[config.mk]
export PLATFORM = sky130hd
export DESIGN_NAME = alert_threshold_registers
export DESIGN_NICKNAME = d
export VERILOG_FILES = /design/src/shared/alert_threshold_pkg.sv /design/src/hdl/alert_threshold_registers.sv /design/src/hdl/limit_compare.sv /design/src/hdl/alert_flag_bit.sv
export SDC_FILE = /design/constraint.sdc
export NUM_CORES = 1
export LEC_CHECK = 0
export BUFFER_PORTS_ARGS = -buffer_cell sky130_fd_sc_hd__buf_2
export CAP_MARGIN = 20
export CORE_MARGIN = 2
export CORE_UTILIZATION = 51
export DETAILED_ROUTE_END_ITERATION = 7
export PLACE_DENSITY = 0.87
export SLEW_MARGIN = 5
export SYNTH_ARGS = -nofsm -noshare
export SYNTH_HDL_FRONTEND = slang
export SYNTH_SLANG_ARGS = --single-unit
export TNS_END_PERCENT = 1
[constraint.sdc]
create_clock -name clk_i -period 1.8 [get_ports clk_i]
set_input_delay 0.09 -clock clk_i [delete_from_list [all_inputs] [get_ports clk_i]]
set_output_delay 0.09 -clock clk_i [all_outputs]
set_load 0.05 [all_outputs]
[src/shared/alert_threshold_pkg.sv]
// Constants, register map and carrier types of the alert threshold bank.
`default_nettype none

package alert_threshold_pkg;

  localparam int ADDR_W = 8;
  localparam int DATA_W = 16;
  localparam int FLAG_COUNT = 6;

  localparam logic [7:0] OFS_CURRENT_OVER = 8'h0c;
  localparam logic [7:0] OFS_CURRENT_UNDER = 8'h0d;
  localparam logic [7:0] OFS_BUS_OVER = 8'h0e;
  localparam logic [7:0] OFS_BUS_UNDER = 8'h0f;
  localparam logic [7:0] OFS_OVERTEMP = 8'h10;
  localparam logic [7:0] OFS_OVERPOWER = 8'h11;
  localparam logic [7:0] OFS_MAKER = 8'h3e;

  localparam int BUS_FIELD_MSB = 14;
  localparam int TEMP_FIELD_MSB = 15;
  localparam int TEMP_FIELD_LSB = 4;
  localparam int POWER_RESULT_MSB = 23;
  localparam int POWER_RESULT_LSB = 8;

  localparam logic [15:0] RST_CURRENT_OVER = 16'h7fff;
  localparam logic [15:0] RST_CURRENT_UNDER = 16'h8000;
  localparam logic [14:0] RST_BUS_OVER = 15'h7fff;
  localparam logic [14:0] RST_BUS_UNDER = 15'h0000;
  localparam logic [11:0] RST_OVERTEMP = 12'h7ff;
  localparam logic [15:0] RST_OVERPOWER = 16'hffff;

  typedef struct packed {
    logic [15:0] current_over;
    logic [15:0] current_under;
    logic [14:0] bus_over;
    logic [14:0] bus_under;
    logic [11:0] overtemp;
    logic [15:0] overpower;
  } limits_t;

  typedef struct packed {
    logic overcurrent_flag;
    logic undercurrent_flag;
    logic bus_over_flag;
    logic bus_under_flag;
    logic overtemperature_flag;
    logic overpower_flag;
  } flags_t;

  typedef struct packed {
    logic [15:0] current;
    logic [15:0] bus;
    logic [15:0] die_temperature_result;
    logic [23:0] power;
  } results_t;

  typedef struct packed {
    logic wr;
    logic rd;
    logic [ADDR_W-1:0] addr;
    logic [DATA_W-1:0] wdata;
  } reg_req_t;

  typedef struct packed {
    logic valid;
    logic [DATA_W-1:0] rdata;
  } reg_rsp_t;

  typedef struct packed {
    limits_t limits;
    reg_rsp_t rsp;
  } bank_state_t;

  typedef struct packed {
    logic flag;
  } flag_state_t;

  localparam bank_state_t BANK_RESET = '{
    limits: '{
      current_over: RST_CURRENT_OVER,
      current_under: RST_CURRENT_UNDER,
      bus_over: RST_BUS_OVER,
      bus_under: RST_BUS_UNDER,
      overtemp: RST_OVERTEMP,
      overpower: RST_OVERPOWER
    },
    rsp: '{valid: 1'b0, rdata: 16'h0000}
  };

endpackage

`default_nettype wire

[src/hdl/alert_threshold_registers.sv]
// Alert threshold register bank with its limit comparators and alert bits.
`default_nettype none

module alert_threshold_registers
  import alert_threshold_pkg::*;
#(
  // Arbitrary neutral value; replace with the real maker code.
  parameter logic [15:0] MAKER_CODE = 16'h5858
) (
  input wire logic clk_i,
  input wire logic rstn_i,
  input wire reg_req_t reg_req_i,
  output reg_rsp_t reg_rsp_o,
  input wire logic result_valid_i,
  input wire results_t results_i,
  input wire logic alert_latch_enable_i,
  input wire logic diag_read_i,
  output flags_t alert_flags_o
);

  bank_state_t state;
  bank_state_t next_state;
  flags_t trip;

  always_comb begin
    next_state = state;
    next_state.rsp.valid = reg_req_i.rd;
    next_state.rsp.rdata = 16'h0000;
    if (reg_req_i.rd) begin
      case (reg_req_i.addr)
        OFS_CURRENT_OVER: begin
          next_state.rsp.rdata = state.limits.current_over;
        end
        OFS_CURRENT_UNDER: begin
          next_state.rsp.rdata = state.limits.current_under;
        end
        OFS_BUS_OVER: begin
          // The top bit stays at zero.
          next_state.rsp.rdata[BUS_FIELD_MSB:0] = state.limits.bus_over;
        end
        OFS_BUS_UNDER: begin
          next_state.rsp.rdata[BUS_FIELD_MSB:0] = state.limits.bus_under;
        end
        OFS_OVERTEMP: begin
          // Low nibble stays at zero.
          next_state.rsp.rdata[TEMP_FIELD_MSB:TEMP_FIELD_LSB] =
            state.limits.overtemp;
        end
        OFS_OVERPOWER: begin
          next_state.rsp.rdata = state.limits.overpower;
        end
        OFS_MAKER: begin
          next_state.rsp.rdata = MAKER_CODE;
        end
        default: begin
          next_state.rsp.rdata = 16'h0000;
        end
      endcase
    end
    if (reg_req_i.wr) begin
      case (reg_req_i.addr)
        OFS_CURRENT_OVER: begin
          next_state.limits.current_over = reg_req_i.wdata;
        end
        OFS_CURRENT_UNDER: begin
          next_state.limits.current_under = reg_req_i.wdata;
        end
        OFS_BUS_OVER: begin
          // Reserved bit is dropped on write.
          next_state.limits.bus_over = reg_req_i.wdata[BUS_FIELD_MSB:0];
        end
        OFS_BUS_UNDER: begin
          // Reserved bit is dropped on write.
          next_state.limits.bus_under = reg_req_i.wdata[BUS_FIELD_MSB:0];
        end
        OFS_OVERTEMP: begin
          // Reserved nibble is dropped on write.
          next_state.limits.overtemp =
            reg_req_i.wdata[TEMP_FIELD_MSB:TEMP_FIELD_LSB];
        end
        OFS_OVERPOWER: begin
          next_state.limits.overpower = reg_req_i.wdata;
        end
        default: begin
          // The maker code and unmapped addresses ignore writes.
          next_state.limits = state.limits;
        end
      endcase
    end
    if (!rstn_i) begin
      next_state = BANK_RESET;
    end
  end

  always_ff @(posedge clk_i) begin
    state <= next_state;
  end

  assign reg_rsp_o = state.rsp;

  // Comparisons use the limits as stored, so a write takes effect on the
  // result sampled one cycle after the write.
  limit_compare #(
    .WIDTH(16),
    .SIGNED(1'b1),
    .OVER(1'b1)
  ) u_current_over (
    .value_i(results_i.current),
    .limit_i(state.limits.current_over),
    .trip_o(trip.overcurrent_flag)
  );

  limit_compare #(
    .WIDTH(16),
    .SIGNED(1'b1),
    .OVER(1'b0)
  ) u_current_under (
    .value_i(results_i.current),
    .limit_i(state.limits.current_under),
    .trip_o(trip.undercurrent_flag)
  );

  limit_compare #(
    .WIDTH(16),
    .SIGNED(1'b0),
    .OVER(1'b1)
  ) u_bus_over (
    .value_i(results_i.bus),
    .limit_i({1'b0, state.limits.bus_over}),
    .trip_o(trip.bus_over_flag)
  );

  limit_compare #(
    .WIDTH(16),
    .SIGNED(1'b0),
    .OVER(1'b0)
  ) u_bus_under (
    .value_i(results_i.bus),
    .limit_i({1'b0, state.limits.bus_under}),
    .trip_o(trip.bus_under_flag)
  );

  limit_compare #(
    .WIDTH(12),
    .SIGNED(1'b1),
    .OVER(1'b1)
  ) u_overtemp (
    .value_i(
      results_i.die_temperature_result[TEMP_FIELD_MSB:TEMP_FIELD_LSB]),
    .limit_i(state.limits.overtemp),
    .trip_o(trip.overtemperature_flag)
  );

  // Each limit step is 256 power steps, so only the upper word counts.
  limit_compare #(
    .WIDTH(16),
    .SIGNED(1'b0),
    .OVER(1'b1)
  ) u_overpower (
    .value_i(results_i.power[POWER_RESULT_MSB:POWER_RESULT_LSB]),
    .limit_i(state.limits.overpower),
    .trip_o(trip.overpower_flag)
  );

  for (genvar i = 0; i < FLAG_COUNT; i++) begin : g_flag
    alert_flag_bit u_flag (
      .clk_i(clk_i),
      .rstn_i(rstn_i),
      .sample_i(result_valid_i),
      .trip_i(trip[i]),
      .latch_i(alert_latch_enable_i),
      .clear_i(diag_read_i),
      .flag_o(alert_flags_o[i])
    );
  end
endmodule

`default_nettype wire

[src/hdl/limit_compare.sv]
// One threshold comparator, signed or unsigned, over or under.
`default_nettype none

module limit_compare #(
  parameter int WIDTH = 16,
  parameter bit SIGNED = 1'b1,
  parameter bit OVER = 1'b1
) (
  input wire logic [WIDTH-1:0] value_i,
  input wire logic [WIDTH-1:0] limit_i,
  output logic trip_o
);

  if (WIDTH < 2) begin : g_bad_width
    $error("limit_compare needs at least two bits");
  end

  always_comb begin
    if (SIGNED) begin
      // A negative over limit is below zero, so a zero result trips.
      trip_o = OVER ? ($signed(value_i) > $signed(limit_i))
                    : ($signed(value_i) < $signed(limit_i));
    end else begin
      trip_o = OVER ? (value_i > limit_i) : (value_i < limit_i);
    end
  end

endmodule

`default_nettype wire

[src/hdl/alert_flag_bit.sv]
// One diagnostic alert bit with optional latching and, while latching, clear on read.
`default_nettype none

module alert_flag_bit
  import alert_threshold_pkg::*;
(
  input wire logic clk_i,
  input wire logic rstn_i,
  input wire logic sample_i,
  input wire logic trip_i,
  input wire logic latch_i,
  input wire logic clear_i,
  output logic flag_o
);

  flag_state_t state;
  flag_state_t next_state;

  always_comb begin
    next_state = state;
    if (latch_i) begin
      // A trip in the clearing cycle wins, so no event is lost.
      next_state.flag = (state.flag & ~clear_i) | (sample_i & trip_i);
    end else if (sample_i) begin
      next_state.flag = trip_i;
    end
    if (!rstn_i) begin
      next_state.flag = 1'b0;
    end
  end

  always_ff @(posedge clk_i) begin
    state <= next_state;
  end

  assign flag_o = state.flag;
endmodule

`default_nettype wire

## Word-level counts from Yosys, hierarchy flattened

Index checks and enable logic that the tools add are counted.

- Flip-flop bits (word level): 113
- Input port bits: 103
- Output and inout bits: 23
- Logic and storage cells: 69

- Order comparisons: 6
- Equal/unequal tests: 7
- Mux-type cells: 15
- Bitwise operators: 19
- Reduce and logical (&&, ||, !) cells: 8

Operator list:

| cell | count |
|---|---|
| case mux 11 bit (7 select lines) | 1 |
| == test 8 x 4 -> 1 bit, second input constant | 4 |
| greater-than comparator 16 bit | 2 |
| case mux 4 bit (6 select lines) | 1 |
| == test 8 x 5 -> 1 bit, second input constant | 2 |
| greater-than comparator 16 x 15 -> 1 bit | 1 |
| less-than comparator 16 x 15 -> 1 bit | 1 |
| less-than comparator 16 bit | 1 |
| AND reduction 2 bit | 7 |
| AND 1 bit | 12 |
| greater-than comparator 12 bit | 1 |
| two-way mux 1 bit | 12 |
| == test 8 x 6 -> 1 bit, second input constant | 1 |
| bitwise OR 1 bit | 6 |
| case mux 1 bit (4 select lines) | 1 |
| nonzero test 2 bit | 1 |
| NOT 1 bit | 1 |

## Depth between registers and ports, before layout

Gate-level depths: netlist (run 1).

- Word-level depth: 4
- Mapped depth: 7
- Mapped depth without buffers: 7

## Modules after synthesis

From an unflattened synthesis (run 1), not the netlist that was laid out.

- Cells, all modules: 860
- Area total of the unflattened synthesis: 7,312.0 um^2

By module, submodules not included:

| module | times used | cells an instance | area each (um^2) | seq. area each (um^2) |
|---|---|---|---|---|
| alert_threshold_registers | 1 | 517 | 4,680.7 | 2,142.1 |
| limit_compare at u_bus_over ... | 2 | 56 | 406.6 | 0.0 |
| limit_compare at u_current_over | 1 | 58 | 416.6 | 0.0 |
| limit_compare at u_current_under | 1 | 50 | 380.4 | 0.0 |
| limit_compare at u_bus_under | 1 | 52 | 375.4 | 0.0 |
| limit_compare at u_overtemp | 1 | 41 | 330.3 | 0.0 |
| alert_flag_bit | 6 | 5 | 52.6 | 20.0 |

## Worst setup path before layout (run 1)

OpenSTA, ideal clock, no wires.

- Path type: reg2reg
- Start point: register state[44] (netlist bit)
- End point: register g_flag[1].u_flag.state
- Setup time: 131 ps
- Data arrival time: 1,532 ps
- Data required time: 1,669 ps
- Setup slack: 137 ps
- Stages on the path, launching flop included: 6
- Buffers on the path: 0
- Period minus slack after synthesis: 1,663 ps
- Path through: dfxtp_1 -> inv_1 -> ha_1 -> or3b_2 -> a2111oi_0 -> o41ai_1

- Cells in the longest elaborated chain, start to end: 4
- Elaborated cells on any way between the ends: 5
- Those cells by class: order compare: 1; mux: 2; bitwise: 2

RTL lines:

| item | line | text |
|---|---|---|
| from (decl) | alert_threshold_registers.sv:21 | `bank_state_t state;` |
| from (signal assigned) | alert_threshold_registers.sv:96 | `state <= next_state;` |
| greater-than comparator 12 bit * | limit_compare.sv:21 | `trip_o = OVER ? ($signed(value_i) > $signed(limit_i))` |
| AND 1 bit | alert_flag_bit.sv:23 | `next_state.flag = (state.flag & ~clear_i) \| (sample_i & trip_i);` |
| bitwise OR 1 bit | alert_flag_bit.sv:23 |  |
| two-way mux 1 bit * | alert_flag_bit.sv:21 | `if (latch_i) begin` |
| to (signal assigned) | alert_flag_bit.sv:33 | `state <= next_state;` |
| to (decl) | alert_flag_bit.sv:16 | `flag_state_t state;` |

Every way passes the cells marked *; elsewhere a longest branch is shown, timed or not. The select of a mux whose other input is x is not followed.
A chain may end at the register's enable or synchronous reset.

## Final worst setup path (run 1)

- Start point: register state[104] (netlist bit)
- End point: register g_flag[5].u_flag.state

- Cells in the longest elaborated chain, start to end: 4
- Elaborated cells on any way between the ends: 5
- Those cells by class: order compare: 1; mux: 2; bitwise: 2

RTL lines:

| item | line |
|---|---|
| greater-than comparator 16 bit * | limit_compare.sv:21 |
| AND 1 bit | alert_flag_bit.sv:23 |
| bitwise OR 1 bit | alert_flag_bit.sv:23 |
| two-way mux 1 bit * | alert_flag_bit.sv:21 |
| to (signal assigned) | alert_flag_bit.sv:33 |
| to (decl) | alert_flag_bit.sv:16 |

Marks and branches as above.

==> results of run 1 <==
[per-stage QoR]
stage               instances  worst slack (ns)
floorplan                 790             0.137
finish                   1080           0.00461
detailed placement       1043          -0.00338
global route             1080           -0.0673
global placement         1043            0.0538
CTS                      1080           0.00375
[layer usage]
metal,vias up,share of wire (%),global-route usage (%)
li1,2973,-,-
met1,2885,41,33.5
met2,292,48,44.2
met3,45,9.0,5.52
met4,0,2.6,11.8
met5,-,0,0
[registers in the layout, indices dropped and copies added, names as in the netlist]
signal	count
g_flag.u_flag.flag_o	6
reg_rsp_o	17
state	90
[cell families (layout without fill, tap and decap cells)]
logic type / Yosys count / count (layout)
mux: 47 / 47
simple gates: 217 / 217
fa+ha+maj: 88 / 88
buf+inv: 152 / 266
compound gates: 173 / 173
flops: 113 / 113
[power groups by stage]
stage | Clock (mW) | Combinational [mW] | Sequential, mW
after floorplan | 0 | 0.306 | 2.57
after global placement | 0 | 0.549 | 2.57
after detailed placement | 0 | 0.564 | 2.57
after CTS | 3.28 | 0.584 | 2.52
after global routing | 3.39 | 0.662 | 2.52
final | 3.26 | 0.608 | 2.52
[final cells by class]
type	count	share of cell area, %
multi-input combinational	525	49.1
sequential	113	27.0
timing repair buffer	141	10.2
clock buffer	24	5.86
inverter	95	4.25
tap	176	2.62
clock inverter	6	0.954
[cell usage in the layout, fill, tap and decap left out, types with 10 or more instances in the layout]
master	synthesis	routed
a21boi_0	13	12
a21o_1	11	11
a21oi_1	43	43
a22oi_1	12	11
buf_2	15	113
buf_4	25	16
clkbuf_16	0	17
dfxtp_1	113	107
ha_1	88	84
inv_1	94	92
mux2i_1	32	32
mux4_2	15	15
nand2_1	123	123
nand3_1	10	10
nand4_1	15	15
nor2_1	15	15
nor2b_1	23	23
o211ai_1	49	49
o21ai_0	14	14
[what timing repair did]
item                       4_1_cts  5_1_grt
hold endpoints to repair        11        0
setup buffers                    0        0
setup endpoints to repair        1        5
hold buffers                     7        0
pin swaps                        0       13
gates resized for setup          2       27
[worst max-delay path, delay by kind of cell, from the launching register on]
kind	cells	cell delay (ns)
compound gates	1	0.25
fa+ha+maj	1	0.30
buf+inv	1	0.05
flops	1	0.35
simple gates	3	0.77
[worst min path at each step]
stage | from | to | slack (ns) | cells past startpoint
floorplan | reg_req_i[4] | state[33]$_SDFFE_PN1P_ | 0.21 | 2
global placement | reg_req_i[15] | state[90]$_SDFFE_PN1P_ | 0.38 | 3
detailed placement | reg_req_i[15] | state[32]$_SDFFE_PN1P_ | 0.40 | 3
CTS | reg_req_i[1] | state[46]$_SDFFE_PN0P_ | 0.002 | 3
global route | reg_req_i[1] | state[92]$_SDFFE_PN1P_ | 0.03 | 3
finish | reg_req_i[12] | state[57]$_SDFFE_PN0P_ | 0.02 | 3
==> results.yml, run 1 <==
timing:
  final-max-slew-violation-count: 0
  grt_setup_unrepaired: "true"
  hold_viol_final: 0
  layout_min_cycle_time_ns: 1.80
  period_share_pct: 99.7
  whs_ns: 0.0203
  relSlewSlack_pct: 69.3
  max_freq_mhz: 557
  finClkSkew_ns: 0.00710
  fin_tns_setup_ns: 0
  finalSetupViolCount: 0
  worst_pin_slew_ns: 0.461
clock_tree:
  cts_buffers: 17
  clkSinkCount: 113
  clockBufferDepth: 2
  clk_pin_slew_worst_paths_ns: 0.05
  cts_max_level: 4
  cts_tree: "done"
  clock_latency_ns: 0.41
  clock-root-buffer: "clkbuf_16"
power:
  ir_worst_vdd_mv: 0.693
  power_density_nw_per_um2: 762
  p_leak_nw: 3.92
  power_mw: 6.39
  p_clk_share_pct: 51.0
  p_seq_share_pct: 39.5
  switching_power_mw: 1.46
  power_frac_comb_pct: 9.5
  switching_share_pct: 22.9
  p_int_mw: 4.93
synth:
  synth_top_family_by_area: "compound AO/OA/AOI/OAI gates"
  synth.area.mux_share_pct: 9.47
  syn_nets: 981
  synth_area_leaders: "dfxtp_1 (33%), ha_1 (16%), nand2_1 (6.6%)"
  async_flop_share_pct: 0
  yosys.area.top_type_share_pct: 32.5
  synth_warnings: 0
  synth_xor_area_share_pct: 0
  yosys-top-cells-count: "nand2_1 (123), dfxtp_1 (113), inv_1 (94), ha_1 (88), o211ai_1 (49)"
  synth-seq-cells: 113
  avgSynthCellArea_um2: 8.80
  syn_area_um2: 6950
  synth_ff_type: "dfxtp_1"
  postSynthCellCount: 790
  synthAdderAreaFrac_pct: 15.8
  synth_compound_area_share_pct: 17.0
  synth_cell_types: 56
  synth-simple-area-share_pct: 15.2
  synth.yosys.seq_area_share_pct: 32.5
  synth_largest_area_cell: "dfxtp_1"
  yosysMostFrequentCell: "nand2_1"
  synth_edf_count: 0
floorplan:
  rows: 42
  io_pins: 126
  die_h_um: 121
  core_um2: 13300
  initial_core_util_pct: 52.3
  die_area_um2: 14600
  fp.dieW_um: 121
cells_and_area:
  antenna_cells: 0
  syn2layout_area_growth_pct: 20.8
  drive_above_1_share_pct: 23.1
  fin_nets: 1084
  design_area_um2: 8400
  fin_util_pct: 63.1
  nFillCells: 1047
  seqCellArea_um2: 2270
  multi_input_area_um2: 4120
global_routing:
  grt_pass1_wl_um: 30000
  grt_max_degree: 91
  overflow: 0
  grt_use_total_pct: 26.7
  antenna_found_initial: 0
  grt_pass1_vias: 6086
worst_setup_path:
  cp_max_fo: 3
  cp-end-kind: "flop"
  crit_path_start_kind: "flop"
  r2r_start: "state[104]$_SDFFE_PN1P_"
  reg2reg_depth: 6
  crit_slowest_cell: "nor4b_1"
  worstPathCellList: "inv_1, ha_1, nand4_1, nor4b_1, nor4b_2, o31ai_1"
  r2r_slack_ns: 0.005
  cpPeakStageDelay_ns: 0.48
  crit_arrival_ns: 2.12
  crit_type: "flop to flop"
  reg2reg_to: "g_flag[5].u_flag.flag_o$_SDFFE_PN0P_"
  crit_end: "g_flag[5].u_flag.flag_o$_SDFFE_PN0P_"
  required_ns: 2.13
  cp-startpoint: "state[104]$_SDFFE_PN1P_"
route:
  vias: 6195
  wl_per_cell_um: 17.8
  first_iter_violations: 603
  dr.pass1.iters: 5
  drc_errors: 0
  viasPerCell: 5.74
  routed_wl_um: 19200
  drtAntennaViolNets: 0
placed_design:
  dpl_cell_area_um2: 7620
  io_buffers: 113
  gp_congestion: 0.939
  dp_hpwl_um: 14300
worst_hold_path:
  hold_class: "input pin to flop"
flow_run:
  drv.max_cap_violation_count: 0
run_status:
  status: "completed"
Power figures use the tool's default switching activity.
==> inputs of run 2 (changes only) <==
--- a/config.mk
+++ b/config.mk
@@ -7,9 +7,9 @@
 export LEC_CHECK = 0
 export BUFFER_PORTS_ARGS = -buffer_cell sky130_fd_sc_hd__buf_2
 export CAP_MARGIN = 20
-export CORE_MARGIN = 2
 export CORE_UTILIZATION = 51
 export DETAILED_ROUTE_END_ITERATION = 7
+export HOLD_SLACK_MARGIN = 0.03
 export PLACE_DENSITY = 0.87
 export SLEW_MARGIN = 5
 export SYNTH_ARGS = -nofsm -noshare
==> run 2 against run 1 <==
The run now ends with negative setup slack left. Worst setup slack got worse by 0.30 ns. Final area increased by 4.6%. Clock power grew 11%. Wire length up 15%. Clock-buffer cell count decreased by 2. Critical path type unchanged. Largest cell class unchanged.
==> results.yml, run 2 (synthesis gave the netlist of run 1 again) <==
cells_and_area:
  syn2layout_area_growth_pct: 26.3
  largest_reg_flops: 90
  top_register: "state"
  final_cell_mix: "nand2_1 (121), buf_2 (113), dfxtp_1 (98), inv_1 (83), ha_1 (73)"
  fin_nets: 1103
  final_common_cell: "nand2_1"
  fin_cells: 1101
  antenna_cells: 0
  seqCellArea_um2: 2280
  nFillCells: 967
  drive_above_1_share_pct: 27.7
  design_area_um2: 8780
  fin_util_pct: 66.3
  multi_input_area_um2: 4270
timing:
  hold_viol_final: 0
  whs_ns: 0.0704
  relSlewSlack_pct: 55.6
  setup_ws_ns: -0.300
  grt_setup_unrepaired: "true"
  worst_pin_slew_ns: 0.666
  final-max-slew-violation-count: 0
  max_freq_mhz: 476
  period_share_pct: 117
  finClkSkew_ns: 0.00658
  layout_min_cycle_time_ns: 2.10
  finalSetupViolCount: 3
floorplan:
  initial_core_util_pct: 52.5
  die_area_um2: 14100
  rows: 42
  core_um2: 13200
  die_h_um: 119
  io_pins: 126
  fp.dieW_um: 119
route:
  routed_wl_um: 22200
  drc_errors: 0
  viasPerCell: 6.05
  vias: 6658
  drtAntennaViolNets: 0
  first_iter_violations: 735
  wl_per_cell_um: 20.1
  dr.pass1.iters: 6
clock_tree:
  cts_max_level: 4
  clock-root-buffer: "clkbuf_16"
  clk_pin_slew_worst_paths_ns: 0.05
  clock_latency_ns: 0.43
  clkSinkCount: 113
  clockBufferDepth: 2
  cts_buffers: 17
  cts_tree: "done"
placed_design:
  dp_hpwl_um: 14400
  gp_congestion: 0.903
  dpl_cell_area_um2: 7630
  io_buffers: 113
  place_inst: 1045
worst_setup_path:
  crit_slowest_cell: "nor4_2"
  r2r_slack_ns: -0.30
  cp_top_family: "simple AND/OR/NAND/NOR gates"
  crit_arrival_ns: 2.42
  cpPeakStageDelay_ns: 0.59
  cp_max_fo: 3
  path_buf_inv: 1
  r2r_start: "state[90]$_SDFFE_PN1P_"
  required_ns: 2.12
  worstPathCellList: "inv_1, ha_1, nand4_1, nor4_2, a22oi_2, o311ai_1"
  reg2reg_to: "g_flag[4].u_flag.flag_o$_SDFFE_PN0P_"
  cp-end-kind: "flop"
  reg2reg_depth: 6
  crit_path_start_kind: "flop"
  crit_type: "flop to flop"
global_routing:
  overflow: 0
  antenna_found_initial: 0
  grt_pass1_wl_um: 30900
  grt_pass1_vias: 6286
  grt_max_degree: 64
  grt_use_total_pct: 28.5
worst_hold_path:
  hold_class: "input pin to flop"
  worstHoldStart: "reg_req_i[24]"
  hold_path_depth: 3
  hold_path_end: "reg_rsp_o[3]$_SDFF_PN0_"
power:
  ir_worst_vdd_mv: 0.708
  p_leak_nw: 3.98
  switching_power_mw: 1.60
  p_seq_share_pct: 37.0
  power_mw: 6.82
  power_frac_comb_pct: 9.9
  p_int_mw: 5.22
  p_clk_share_pct: 53.1
  power_density_nw_per_um2: 777
  switching_share_pct: 23.5
run_status:
  status: "finished with violations"
  violations: "negative setup slack"
flow_run:
  drv.max_cap_violation_count: 0
## run 2: cell types whose count changed in the layout (fill, tap and decap cells not counted), moves of 3 or more
cell,change
o21ai_0,-3
dfxtp_2,+9
inv_1,-9
buf_4,+10
ha_1,-11
ha_4,+11
inv_2,+9
dfxtp_1,-9
o21ai_1,+3
nand3_1,-3
nand3_2,+3
dlygate4sd3_1,+9
## run 2: metal layers
layer  wire length (um)  vias to the layer above  part of all wire (%)  global-route usage [%]
met3               2300                       92                    10                    6.18
met2              10700                      431                    48                    46.5
met1               8300                     3115                    37                    35.7
met4                894                        0                   4.0                    13.5
li1                   -                     3020                     -                       -
met5                  0                        -                     0                       0
## run 2: what timing repair did
action                                 4_1_cts  5_1_grt
gates resized for setup                      4       62
endpoints found under the hold margin       64        0
hold buffers                                16        0
setup endpoints to repair                    3        5
setup buffers                                0        8
cloned                                       0        0
pin swaps                                    0       14
## run 2: cell type report
cell class / instances / area share (%)
Tap cell: 176 / 2.51
Clock buffer: 22 / 5.40
Multi-Input combinational cell: 525 / 48.6
Inverter: 95 / 4.06
Clock inverter: 10 / 1.78
Sequential cell: 113 / 26.0
Timing Repair Buffer: 160 / 11.6
## run 2: power groups by stage
stage | combinational (mW) | clock, mW | sequential, mW
finish | 0.677 | 3.62 | 2.52
global route | 0.721 | 3.73 | 2.52
CTS | 0.604 | 3.59 | 2.52
detailed placement | 0.568 | 0 | 2.57
global placement | 0.553 | 0 | 2.57
floorplan | 0.306 | 0 | 2.57
## run 2: worst max-delay path by stage
stage,start,to,slack (ns),cells past startpoint
floorplan,state[44]$_SDFFE_PN0P_,g_flag[1].u_flag.flag_o$_SDFFE_PN0P_,0.14,5
global placement,state[106]$_SDFFE_PN0P_,g_flag[5].u_flag.flag_o$_SDFFE_PN0P_,0.04,7
detailed placement,state[88]$_SDFFE_PN0P_,g_flag[4].u_flag.flag_o$_SDFFE_PN0P_,-0.07,6
CTS,state[88]$_SDFFE_PN0P_,g_flag[4].u_flag.flag_o$_SDFFE_PN0P_,0.02,6
global route,state[85]$_SDFFE_PN0P_,g_flag[4].u_flag.flag_o$_SDFFE_PN0P_,-0.38,6
finish,state[90]$_SDFFE_PN1P_,g_flag[4].u_flag.flag_o$_SDFFE_PN0P_,-0.30,6
## run 2: tightest hold or removal path, delay by kind of cell
family | cells | cell delay (ns)
AND/OR/NAND/NOR | 2 | 0.29
buffers and inverters | 1 | 0.07
## run 2: stage by stage
stage          TNS, ns  worst slack (ns)
2_1_floorplan        0             0.137
3_3_place_gp         0            0.0379
3_5_place_dp   -0.0738           -0.0693
4_1_cts              0            0.0197
5_1_grt         -0.705            -0.381
6_report        -0.421            -0.300
==> inputs of run 3 (changes only) <==
--- a/config.mk
+++ b/config.mk
@@ -5,6 +5,7 @@
 export SDC_FILE = /design/constraint.sdc
 export NUM_CORES = 1
 export LEC_CHECK = 0
+export ABC_AREA = 1
 export BUFFER_PORTS_ARGS = -buffer_cell sky130_fd_sc_hd__buf_2
 export CAP_MARGIN = 20
 export CORE_UTILIZATION = 51
==> run 3 against run 2 <==
The run now ends clean. Utilization is 2.7 points lower. Die area is 3.4% lower. Clock skew is 0.0061 ns higher. Critical path depth is 4 higher. Non-clock buffer count is 14 lower. Synthesized cell count is 12% higher. Worst hold slack worse by 0.022 ns. Wire length is 10% lower. Sequential share of layout area is 2.0 points higher. Global-route usage is 2.2 points higher. Flip-flop and latch count stayed put. Via count is 1.5% higher. Critical path type unchanged. Critical endpoint unchanged.
==> results.yml, run 3 <==
run_status:
  status: "completed"
power:
  p_leak_nw: 4.10
  power_density_nw_per_um2: 820
  ir_worst_vdd_mv: 0.527
  power_mw: 6.63
timing:
  max_freq_mhz: 568
  final-max-slew-violation-count: 0
  hold_viol_final: 0
  period_share_pct: 97.8
  relSlewSlack_pct: 43.8
  grt_setup_unrepaired: "true"
  finalSetupViolCount: 0
  worst_pin_slew_ns: 0.842
  layout_min_cycle_time_ns: 1.76
  finClkSkew_ns: 0.0127
synth:
  synth-seq-cells: 113
  synth_ff_type: "dfxtp_1"
  syn_area_um2: 6710
  synth_cell_types: 34
  postSynthCellCount: 888
  async_flop_share_pct: 0
  yosys.area.top_type_share_pct: 33.7
  synth_warnings: 0
  yosys-top-cells-count: "nand2_1 (138), inv_1 (131), dfxtp_1 (113), a21oi_1 (99), ha_1 (88)"
  synth.yosys.seq_area_share_pct: 33.7
  yosysMostFrequentCell: "nand2_1"
  synth_area_leaders: "dfxtp_1 (34%), ha_1 (16%), nand2_1 (7.7%)"
  synth_edf_count: 0
  syn_nets: 1079
  avgSynthCellArea_um2: 7.56
  synth_largest_area_cell: "dfxtp_1"
clock_tree:
  clkSinkCount: 113
  clockBufferDepth: 2
  cts_setup_buffers: 0
  cts_tree: "done"
  cts_max_level: 4
  clk_pin_slew_worst_paths_ns: 0.05
  clock_latency_ns: 0.42
  cts_buffers: 17
  clock-root-buffer: "clkbuf_16"
worst_hold_path:
  hold_path_depth: 4
  hold_class: "input pin to flop"
floorplan:
  die_h_um: 117
  core_um2: 12700
  initial_core_util_pct: 52.7
  io_pins: 126
  fp.dieW_um: 117
  die_area_um2: 13600
  rows: 41
global_routing:
  overflow: 0
  grt_pass1_vias: 6419
  grt_use_total_pct: 30.7
  grt_max_degree: 74
  antenna_found_initial: 0
  grt_pass1_wl_um: 31600
placed_design:
  gp_congestion: 0.978
  dpl_cell_area_um2: 7290
  place_inst: 1134
  dp_hpwl_um: 14200
  io_buffers: 113
cells_and_area:
  syn2layout_area_growth_pct: 20.6
  fin_cells: 1182
  final_cell_mix: "nand2_1 (137), inv_1 (131), dfxtp_1 (113), buf_2 (113), a21oi_1 (98)"
  final_common_cell: "nand2_1"
  fin_util_pct: 63.6
  drive_above_1_share_pct: 18.2
  antenna_cells: 0
  design_area_um2: 8090
  largest_reg_flops: 90
  nFillCells: 1069
  fin_nets: 1188
  top_register: "state"
route:
  dr.pass1.iters: 6
  vias: 6758
  drc_errors: 0
  first_iter_violations: 712
  wl_per_cell_um: 16.9
  viasPerCell: 5.72
  drtAntennaViolNets: 0
  routed_wl_um: 19900
worst_setup_path:
  required_ns: 2.05
  crit_type: "flop to flop"
  cp_max_fo: 3
  crit_arrival_ns: 2.02
  cp-end-kind: "flop"
  crit_path_start_kind: "flop"
  r2r_slack_ns: 0.04
  reg2reg_depth: 10
flow_run:
  drv.max_cap_violation_count: 0
-- run 3: cell count changes after synthesis, sizes merged, moves of 17 or more --
cell / delta
o21ai: +61
nand2: +19
a21boi: -17
mux2i: -32
a21oi: +57
inv: +42
o22ai: +22
nor2b: -23
nor2: +34
-- run 3: cells by family (layout without fill, tap and decap cells) --
| kind of cell | after synthesis | count (layout) | share of synthesized area [%] |
|---|---|---|---|
| and+or+nand+nor | 235 | 235 | 14.9 |
| adders and majority gates | 88 | 88 | 16.4 |
| AOI/OAI and AO/OA | 259 | 259 | 22.3 |
| buffers and inverters | 193 | 315 | 12.6 |
| DFF | 113 | 113 | 33.7 |
-- run 3: worst max-delay path: stages, from the launching register on --
cell and delay [ns]:
dfxtp_1 0.32, inv_1 0.08, ha_1 0.33, a21oi_2 0.17, nor2_1 0.05, nor3_1 0.16, nand2_1 0.15, nand2_2 0.12
nand3_1 0.08, nand3_1 0.09, a21oi_1 0.06
-- run 3: repair_timing --
item                                    in CTS  in global routing
endpoints found under the setup margin       0                  4
hold endpoints to repair                    45                  0
hold buffers                                16                  0
resized for setup                            0                  7
-- run 3: per-layer routing --
| metal | up-vias | part of all wire, % | routed length [um] | global-route usage [%] |
|---|---|---|---|---|
| met5 | - | 0 | 0 | 0 |
| met4 | 0 | 4.5 | 902 | 16.6 |
| met3 | 102 | 9.8 | 1950 | 6.28 |
| met2 | 435 | 44 | 8680 | 47.5 |
| met1 | 3011 | 42 | 8420 | 40.1 |
| li1 | 3210 | - | - | - |
-- run 3: worst paths after layout --
path                                                      startpoint                                   end
worst min register to register  g_flag[2].u_flag.flag_o$_SDFFE_PN0P_  g_flag[2].u_flag.flag_o$_SDFFE_PN0P_
worst max-delay path                          state[80]$_SDFFE_PN0P_  g_flag[4].u_flag.flag_o$_SDFFE_PN0P_
worst min-delay path                                   results_i[55]  g_flag[2].u_flag.flag_o$_SDFFE_PN0P_
worst max register to register                state[80]$_SDFFE_PN0P_  g_flag[4].u_flag.flag_o$_SDFFE_PN0P_
-- run 3: per-stage QoR --
step / TNS (ns) / setup slack (ns) / hold slack [ns]
global route: -0.0391 / -0.0209 / 0.0657
global placement: 0 / 0.208 / 0.362
finish: 0 / 0.0392 / 0.0483
CTS: 0 / 0.0729 / 0.0356
detailed placement: 0 / 0.169 / 0.368
floorplan: 0 / 0.359 / 0.216
-- run 3: layout make-up --
class	instances	area, um2	area share [%]
Multi-Input combinational cell	582	3630	44.8
Sequential cell	113	2260	28.0
Timing Repair Buffer	146	853	10.5
Inverter	137	514	6.35
Clock buffer	22	464	5.74
Tap cell	172	215	2.66
Clock inverter	10	158	1.95
-- run 3: power by group --
group	switching, mW	internal (mW)	leakage (nW)
Sequential	0.00531	2.52	0.914
Clock	1.15	2.38	0.296
Combinational	0.356	0.223	2.89
